--- src/bsr_defines.svh ---
`ifndef BSR_DEFINES_SVH
`define BSR_DEFINES_SVH

`define BSR_CLK_MHZ          200
`define BSR_STORE_NS         8000
`define BSR_RESTORE_NS       2000
`define BSR_STORE_CYC        ((`BSR_STORE_NS * `BSR_CLK_MHZ + 999) / 1000)
`define BSR_RESTORE_CYC      ((`BSR_RESTORE_NS * `BSR_CLK_MHZ + 999) / 1000)
`define BSR_CNT_W            16
`define BSR_ASD_RESET        1'h0
`define BSR_BUSY_BIT         0
`define BSR_ASD_BIT          6
`define BSR_PROT_LSB         2
`define BSR_ROLL_BIT         4

`endif

--- src/bsr_pkg.sv ---
`default_nettype none
package bsr_pkg;
  typedef enum logic [2:0] {
    BSR_OFF,
    BSR_READY,
    BSR_STORE,
    BSR_RECALL,
    BSR_HIB_WAIT,
    BSR_HIB
  } bsr_state_t;

  typedef enum logic [1:0] {
    BSR_XF_NONE,
    BSR_XF_STORE,
    BSR_XF_RECALL
  } bsr_xfer_t;
endpackage : bsr_pkg
`default_nettype wire

--- src/bsr_timer_if.sv ---
`default_nettype none
interface bsr_timer_if;
  logic        start;
  logic        abort;
  logic [15:0] length;
  logic        running;
  logic        done;
  modport ctrl  (output start, output abort, output length, input running, input done);
  modport timer (input start, input abort, input length, output running, output done);
endinterface : bsr_timer_if
`default_nettype wire

--- src/bsr_cycle_timer.sv ---
`include "bsr_defines.svh"
`default_nettype none
module bsr_cycle_timer (
  // Clock and reset
  input  wire logic  clk_in,
  input  wire logic  rst_n_in,
  // Control
  bsr_timer_if.timer tif
);
  logic [`BSR_CNT_W-1:0] count;
  logic [`BSR_CNT_W-1:0] next_count;
  logic                  next_done;
  logic                  done_q;

  always_comb begin
    next_count = count;
    next_done  = 1'b0;
    if (tif.abort) begin
      next_count = '0;
    end else if (tif.start) begin
      next_count = tif.length;
    end else if (count != '0) begin
      next_count = count - 16'h0001;
      next_done  = (count == 16'h0001);
    end
  end

  always_ff @(posedge clk_in) begin
    if (!rst_n_in) begin
      count  <= '0;
      done_q <= 1'b0;
    end else begin
      count  <= next_count;
      done_q <= next_done;
    end
  end

  assign tif.running = (count != '0);
  assign tif.done    = done_q;
endmodule : bsr_cycle_timer
`default_nettype wire

--- src/bsr_backup_ctrl.sv ---
// What this block does
// - Automatic_backup-disable bit resets to 0, keeping automatic store enabled.
// - Automatic store only when array modified since last store or recall.
// - Power-down in ready state with disable bit 0 and array modified starts store.
// - Automatic store blocks all access for full store duration.
// - Power-up during automatic store: finish store, skip recall.
// - Power-up from off or hibernate triggers automatic recall, regardless of disable bit.
// - Automatic recall accepts only the status-read command for the restore duration.
// - Power-down during recall aborts it, no automatic store follows.
// - Software store copies array, user space and config bits always.
// - Software recall restores array, user space and config bits always.
// - During software or hibernate store, or recall, only status-read command is accepted.
// - Busy flag reads 1 during transfer, 0 once ended.
// - Status read repeats current status on every clocked byte.
// - Hibernate: on chip select high, store if modified, then sleep.
// - Chip select low or power cycle wakes, restores, ready after restore.
// - Below trip threshold all commands ignored, no response.
// - Main supply stays disconnected until above backup and stores done.
`include "bsr_defines.svh"
`default_nettype none
module bsr_backup_ctrl
  import bsr_pkg::*;
(
  // Clock and reset
  input  wire logic       clk_in,
  input  wire logic       rst_n_in,
  // Supply monitor (asynchronous levels)
  input  wire logic       backup_above_trip_in,
  input  wire logic       main_above_backup_in,
  // SPI side
  input  wire logic       cs_n_in,
  input  wire logic       sck_in,
  // Decoded commands (same clock)
  input  wire logic       cmd_valid_in,
  input  wire logic       cmd_is_status_read_in,
  input  wire logic       cmd_sw_store_in,
  input  wire logic       cmd_sw_recall_in,
  input  wire logic       cmd_hibernate_in,
  input  wire logic       write_done_in,
  // Configuration written by status write
  input  wire logic       cfg_we_in,
  input  wire logic [1:0] cfg_block_protect_in,
  input  wire logic       cfg_rollover_in,
  input  wire logic       cfg_automatic_backup_disable_in,
  // Command gating and status
  output logic            cmd_accept_out,
  output logic            spi_respond_out,
  output logic [7:0]      status_byte_out,
  output logic            transfer_busy_flag_out,
  output logic            array_modified_out,
  output logic            automatic_backup_disable_bit_out,
  output logic [1:0]      block_protect_field_out,
  output logic            rollover_mode_bit_out,
  // Transfer strobes, supply switch, sleep flag and link clock edge
  output logic            store_pulse_out,
  output logic            recall_pulse_out,
  output logic            main_supply_connect_out,
  output logic            hibernating_out,
  output logic            sck_rise_out
);
  bsr_timer_if tif ();

  bsr_cycle_timer u_timer (
    .clk_in   (clk_in),
    .rst_n_in (rst_n_in),
    .tif      (tif)
  );

  // ------------------------------------------------------------
  // Input synchronisers
  // ------------------------------------------------------------
  logic [1:0] trip_s;
  logic [1:0] main_s;
  logic [1:0] cs_s;
  logic [1:0] sck_s;
  logic       sck_d;
  logic       trip_d;
  logic       cs_d;

  always_ff @(posedge clk_in) begin
    if (!rst_n_in) begin
      trip_s <= 2'h0;
      main_s <= 2'h0;
      cs_s   <= 2'h3;
      sck_s  <= 2'h0;
      sck_d  <= 1'b0;
      trip_d <= 1'b0;
      cs_d   <= 1'b1;
    end else begin
      trip_s <= {trip_s[0], backup_above_trip_in};
      main_s <= {main_s[0], main_above_backup_in};
      cs_s   <= {cs_s[0], cs_n_in};
      sck_s  <= {sck_s[0], sck_in};
      sck_d  <= sck_s[1];
      trip_d <= trip_s[1];
      cs_d   <= cs_s[1];
    end
  end

  logic pwr_ok;
  logic pwr_up_ev;
  logic pwr_dn_ev;
  logic cs_rise;
  logic cs_fall;
  assign pwr_ok    = trip_s[1];
  assign pwr_up_ev = trip_s[1] & ~trip_d;
  assign pwr_dn_ev = ~trip_s[1] & trip_d;
  assign cs_rise   = cs_s[1] & ~cs_d;
  assign cs_fall   = ~cs_s[1] & cs_d;

  // ------------------------------------------------------------
  // Transfer state machine
  // ------------------------------------------------------------
  bsr_state_t state;
  bsr_state_t next_state;
  logic       auto_store;
  logic       next_auto_store;
  logic       hib_req;
  logic       next_hib_req;
  logic       modified;
  logic       next_modified;
  logic       asd;
  logic       next_asd;
  logic [1:0] prot;
  logic [1:0] next_prot;
  logic       roll;
  logic       next_roll;
  logic [3:0] saved_cfg;
  logic [3:0] next_saved_cfg;
  logic       main_conn;
  logic       next_main_conn;
  logic       st_p;
  logic       next_st_p;
  logic       rc_p;
  logic       next_rc_p;
  logic       busy;

  assign busy = tif.running;

  always_comb begin
    next_state      = state;
    next_auto_store = auto_store;
    next_hib_req    = hib_req;
    next_modified   = modified;
    next_asd        = asd;
    next_prot       = prot;
    next_roll       = roll;
    next_saved_cfg  = saved_cfg;
    next_main_conn  = main_conn;
    next_st_p       = 1'b0;
    next_rc_p       = 1'b0;
    tif.start       = 1'b0;
    tif.abort       = 1'b0;
    tif.length      = 16'(`BSR_STORE_CYC);

    if (write_done_in && state == BSR_READY) begin
      next_modified = 1'b1;
    end
    if (cfg_we_in && state == BSR_READY && !busy) begin
      next_prot = cfg_block_protect_in;
      next_roll = cfg_rollover_in;
      next_asd  = cfg_automatic_backup_disable_in;
    end

    case (state)
      BSR_OFF: begin
        if (pwr_up_ev) begin
          tif.start  = 1'b1;
          tif.length = 16'(`BSR_RESTORE_CYC);
          next_state = BSR_RECALL;
        end
      end
      BSR_READY: begin
        if (pwr_dn_ev) begin
          next_main_conn = 1'b0;
          if (!asd && modified) begin
            tif.start       = 1'b1;
            next_auto_store = 1'b1;
            next_state      = BSR_STORE;
          end else begin
            next_state = BSR_OFF;
          end
        end else if (cmd_valid_in && cmd_sw_store_in) begin
          tif.start       = 1'b1;
          next_auto_store = 1'b0;
          next_state      = BSR_STORE;
        end else if (cmd_valid_in && cmd_sw_recall_in) begin
          tif.start  = 1'b1;
          tif.length = 16'(`BSR_RESTORE_CYC);
          next_state = BSR_RECALL;
        end else if (cmd_valid_in && cmd_hibernate_in) begin
          next_state = BSR_HIB_WAIT;
        end
      end
      BSR_HIB_WAIT: begin
        if (cs_rise) begin
          if (modified) begin
            tif.start       = 1'b1;
            next_auto_store = 1'b0;
            next_hib_req    = 1'b1;
            next_state      = BSR_STORE;
          end else begin
            next_state = BSR_HIB;
          end
        end
      end
      BSR_HIB: begin
        if (cs_fall || pwr_up_ev) begin
          tif.start  = 1'b1;
          tif.length = 16'(`BSR_RESTORE_CYC);
          next_state = BSR_RECALL;
        end else if (pwr_dn_ev) begin
          next_main_conn = 1'b0;
          next_state     = BSR_OFF;
        end
      end
      BSR_STORE: begin
        if (pwr_dn_ev) begin
          next_main_conn = 1'b0;
        end
        if (tif.done) begin
          next_st_p       = 1'b1;
          next_saved_cfg  = {asd, roll, prot};
          next_modified   = 1'b0;
          next_hib_req    = 1'b0;
          next_auto_store = 1'b0;
          if (hib_req) begin
            next_state = BSR_HIB;
          end else if (pwr_ok) begin
            next_state = BSR_READY;
          end else begin
            next_state = BSR_OFF;
          end
        end
      end
      BSR_RECALL: begin
        if (pwr_dn_ev) begin
          tif.abort      = 1'b1;
          next_main_conn = 1'b0;
          next_state     = BSR_OFF;
        end else if (tif.done) begin
          next_rc_p     = 1'b1;
          next_modified = 1'b0;
          next_asd      = saved_cfg[3];
          next_roll     = saved_cfg[2];
          next_prot     = saved_cfg[1:0];
          next_state    = BSR_READY;
        end
      end
      default: next_state = BSR_OFF;
    endcase

    if (!main_conn && main_s[1] && !(state == BSR_STORE)) begin
      next_main_conn = 1'b1;
    end
  end

  always_ff @(posedge clk_in) begin
    if (!rst_n_in) begin
      state      <= BSR_OFF;
      auto_store <= 1'b0;
      hib_req    <= 1'b0;
      modified   <= 1'b0;
      asd        <= `BSR_ASD_RESET;
      prot       <= 2'h0;
      roll       <= 1'b0;
      saved_cfg  <= 4'h0;
      main_conn  <= 1'b0;
      st_p       <= 1'b0;
      rc_p       <= 1'b0;
    end else begin
      state      <= next_state;
      auto_store <= next_auto_store;
      hib_req    <= next_hib_req;
      modified   <= next_modified;
      asd        <= next_asd;
      prot       <= next_prot;
      roll       <= next_roll;
      saved_cfg  <= next_saved_cfg;
      main_conn  <= next_main_conn;
      st_p       <= next_st_p;
      rc_p       <= next_rc_p;
    end
  end

  // ------------------------------------------------------------
  // Status and gating outputs
  // ------------------------------------------------------------
  logic [7:0] status_q;
  logic [7:0] next_status;

  always_comb begin
    next_status                = 8'h00;
    next_status[`BSR_BUSY_BIT] = busy;
    next_status[`BSR_PROT_LSB+:2] = prot;
    next_status[`BSR_ROLL_BIT]    = roll;
    next_status[`BSR_ASD_BIT]  = asd;
  end

  always_ff @(posedge clk_in) begin
    if (!rst_n_in) begin
      status_q <= 8'h00;
    end else begin
      status_q <= next_status;
    end
  end

  logic responsive;
  assign responsive = pwr_ok && (state == BSR_READY || state == BSR_STORE ||
                      state == BSR_RECALL || state == BSR_HIB_WAIT) && !auto_store;

  assign cmd_accept_out = cmd_valid_in && responsive &&
                          (busy ? cmd_is_status_read_in : 1'b1);
  assign spi_respond_out           = responsive;
  assign status_byte_out           = status_q;
  assign transfer_busy_flag_out    = busy;
  assign array_modified_out        = modified;
  assign automatic_backup_disable_bit_out = asd;
  assign block_protect_field_out   = prot;
  assign rollover_mode_bit_out     = roll;
  assign store_pulse_out           = st_p;
  assign recall_pulse_out          = rc_p;
  assign main_supply_connect_out   = main_conn;
  assign hibernating_out           = (state == BSR_HIB);
  assign sck_rise_out              = sck_s[1] & ~sck_d;
endmodule : bsr_backup_ctrl
`default_nettype wire

--- config.mk ---
export PLATFORM = sky130hd
export DESIGN_NAME = bsr_backup_ctrl
export DESIGN_NICKNAME = d
export VERILOG_FILES = /design/src/bsr_pkg.sv /design/src/bsr_timer_if.sv /design/src/bsr_cycle_timer.sv /design/src/bsr_backup_ctrl.sv
export VERILOG_INCLUDE_DIRS = /design/src
export SDC_FILE = /design/constraint.sdc
export NUM_CORES = 1
export LEC_CHECK = 0
export ABC_AREA = 1
export BUFFER_PORTS_ARGS = -buffer_cell sky130_fd_sc_hd__buf_4
export CAP_MARGIN = 20
export CORE_MARGIN = 3
export CORE_UTILIZATION = 63
export CTS_BUF_LIST = sky130_fd_sc_hd__clkbuf_2 sky130_fd_sc_hd__clkbuf_4 sky130_fd_sc_hd__clkbuf_8
export CTS_CLUSTER_DIAMETER = 100
export DETAILED_ROUTE_END_ITERATION = 6
export GPL_ROUTABILITY_DRIVEN = 0
export PLACE_DENSITY = 0.85
export SYNTH_ARGS = -nofsm -noshare
export SYNTH_HDL_FRONTEND = slang
export SYNTH_SLANG_ARGS = --single-unit
--- constraint.sdc ---
create_clock -name clk_in -period 2.9 [get_ports clk_in]
set_input_delay 0.29 -clock clk_in [delete_from_list [all_inputs] [get_ports clk_in]]
set_output_delay 0.29 -clock clk_in [all_outputs]
set_load 0.1 [all_outputs]
==> impl_metrics.json <==
{
  "status": "finished, final reports clean",
  "yosysSeqAreaShare": 0.391,
  "syn_to_final_growth_pct": 16.2,
  "fin_ws_ps": 588,
  "ioPinCount": 38,
  "fmax_mhz": 433,
  "hold_violations": 0,
  "syn_area_um2": 2560,
  "hold_path.class": "input pin to flip-flop",
  "cellPowerDensity_nw_per_um2": 993,
  "synth_top_area_cell": "dfxtp_1",
  "clkSinkCount": 50,
  "syn_area_per_cell_um2": 6.66,
  "synth_area_leaders": "dfxtp_1 (39%), nand2_1 (14%), nor2_1 (8.1%), nand3_1 (8.0%), inv_1 (7.6%)",
  "initialDrtViolationCount": 256,
  "finalSetupViolCount": 0,
  "antenna_found_initial": 0,
  "placed_cell_area_um2": 2840,
  "layout_min_cycle_time_ps": 2310,
  "power.leakage_uw": 0.00155,
  "dp_hpwl_mm": 4.42,
  "antenna_left": 0,
  "cts_tree": "yes",
  "num_vias": 2509,
  "routedWlPerCell_um": 12.8,
  "clock_path_buffers": 2,
  "slew_violations": 0,
  "synth_top_area_share": 0.391,
  "dr.pass1.iters": 5,
  "final_net_count": 438,
  "fin_setup_tns_ps": 0,
  "vias_per_cell": 5.36,
  "dieArea_um2": 4860,
  "crit_chain": "inv_1 -> ha_1 -> nand3_2 -> nor2_1 -> nand2_1 -> inv_2 -> nor2_1 -> nor2_4 -> buf_4",
  "synth.distinct_cells": 29,
  "grt_max_degree": 23,
  "placementRows": 22,
  "ctsHoldBuffers": 0,
  "critical-path-top-delay-family": "buffers and inverters",
  "grt_pass1_wl_mm": 10.2,
  "total_power_uw": 2950,
  "grt_use_total": 0.256,
  "die_w_um": 69.7,
  "drc": 0,
  "rsz0062_at_grt": "no",
  "pre_cts_slack_ps": 938,
  "start_kind": "flip-flop",
  "clkLatencyLatePin_ps": 310,
  "crit_top_cell": "nor2_1",
  "end_kind": "output port",
  "slew_headroom": 0.659,
  "fin_skew_ps": 8.73,
  "fill_cells": 292,
  "vdd_drop_max_mv": 0.737,
  "cts_root_buf": "clkbuf_8",
  "synth_seq_cells": 50,
  "synth-warning-count": 0,
  "io_buffers": 34,
  "path_max_fanout": 10,
  "die_h_um": 69.7,
  "worst_path_largest_cell_delay_ps": 320,
  "core_um2": 3800,
  "grt_pass1_vias": 2265,
  "numCtsBuffers": 5,
  "totalWireLength_mm": 5.97,
  "critPathKind": "flip-flop to output port",
  "critical_path_required_ps": 2610,
  "start_util": 0.674,
  "crit_arrival_ps": 2020,
  "cts_resized": 0,
  "syn_inst": 384,
  "htree_levels": 2,
  "drive_gt1_frac": 0.174,
  "path_buf_inv": 3,
  "cts_setup_buffers": 0,
  "maxCapViolCount": 0,
  "grt_overflow_total": 0,
  "antenna_cells": 0,
  "final_area_um2": 2970,
  "clkTransAtPathRegs_ps": 90,
  "cp_slowest_cell": "dfxtp_1",
  "min_period_over_period": 0.797,
  "worstMarginPinSlew_ps": 511
}
==> worst register-to-register path, delay by kind of cell, from the launching register on <==
kind	cells	cell delay [ps]
DFF	1	650
AOI/OAI and AO/OA	1	140
and+or+nand+nor	5	820
buffers and inverters	2	180
==> synth_stat cells (all sizes together) <==
cell type  count
o21ai         13
or2            2
ha             2
xnor2          2
dfxtp         50
inv           60
xor2           4
a21boi         2
nand2        100
nand3         44
a21oi         16
clkbuf         3
nand4          7
nor4           3
conb           1
nor3           4
a311oi         2
buf            5
nor2          64
==> stage by stage <==
step	util	hold slack [ps]	cells
after floorplan	-	388	386
after global placement	0.746	392	460
after detailed placement	0.746	399	460
after CTS	0.783	153	468
after global routing	0.783	152	468
final	0.783	159	468
==> power by group <==
part / internal, µW / total, µW / switching, µW
logic: 428 / 1440 / 1010
registers: 810 / 930 / 120
clock network: 345 / 584 / 239
==> cells by family (layout without fill, tap and decap cells) <==
kind of cell / after synthesis / after routing / synth area share
AND/OR/NAND/NOR: 224 / 224 / 0.393
buffers and inverters: 68 / 102 / 0.110
flip-flops: 50 / 50 / 0.391
AO/OA/AOI/OAI: 33 / 33 / 0.0738
XOR/XNOR: 6 / 6 / 0.0205
adder cells (fa/ha/maj): 2 / 2 / 0.00978
other: 1 / 3 / 0.00147
==> path summary, 6_finish.rpt <==
kind                                                    start                             to  slack, ps  cells after the start
worst min register to register           main_s[0]$_SDFF_PN0_           main_s[1]$_SDFF_PN0_        410                      2
worst max register to register          state[2]$_SDFFE_PN0P_  u_timer.count[4]$_SDFFE_PP0P_       1040                      8
worst max-delay path            u_timer.count[0]$_SDFFE_PP0P_                 cmd_accept_out        590                      9
worst min-delay path                                   sck_in            sck_s[0]$_SDFF_PN0_        160                      3
==> layout make-up <==
class / instances / area, µm² / share of cell area
flip-flops and latches: 50 / 1000 / 0.337
repair buffers: 34 / 255 / 0.0859
clock inverters: 3 / 68.8 / 0.0231
multi-input cells: 268 / 1290 / 0.435
clock buffers: 5 / 68.8 / 0.0231
well taps: 48 / 60.1 / 0.0202
inverters: 60 / 225 / 0.0758
==> layer usage <==
metal	routed length (µm)	up-vias	track usage
met5	0	-	0
li1	-	1262	-
met2	2620	107	0.396
met4	106	0	0.0766
met1	2770	1126	0.358
met3	479	14	0.0551
==> cell usage in the layout, fill, tap and decap left out, types with 6 or more instances in the layout <==
| cell | instances |
|---|---|
| nand2_1 | 95 |
| nor2_1 | 53 |
| inv_1 | 52 |
| dfxtp_1 | 50 |
| nand3_1 | 41 |
| buf_4 | 34 |
| a21oi_1 | 15 |
| o21ai_0 | 12 |
| inv_2 | 8 |
| nand4_1 | 7 |
| nor2_2 | 6 |
==> state kept, by name, summed over array words and instances (netlist names) <==
signal                            count
u_timer.count                        16
status_byte_out                       5
saved_cfg                             4
state                                 3
block_protect_field_out               2
cs_s                                  2
main_s                                2
sck_s                                 2
trip_s                                2
array_modified_out                    1
auto_store                            1
automatic_backup_disable_bit_out      1
cs_d                                  1
hib_req                               1
main_supply_connect_out               1
recall_pulse_out                      1
rollover_mode_bit_out                 1
sck_d                                 1
store_pulse_out                       1
trip_d                                1
u_timer.tif.done                      1
Note: power is estimated with default switching activity, not from simulation.
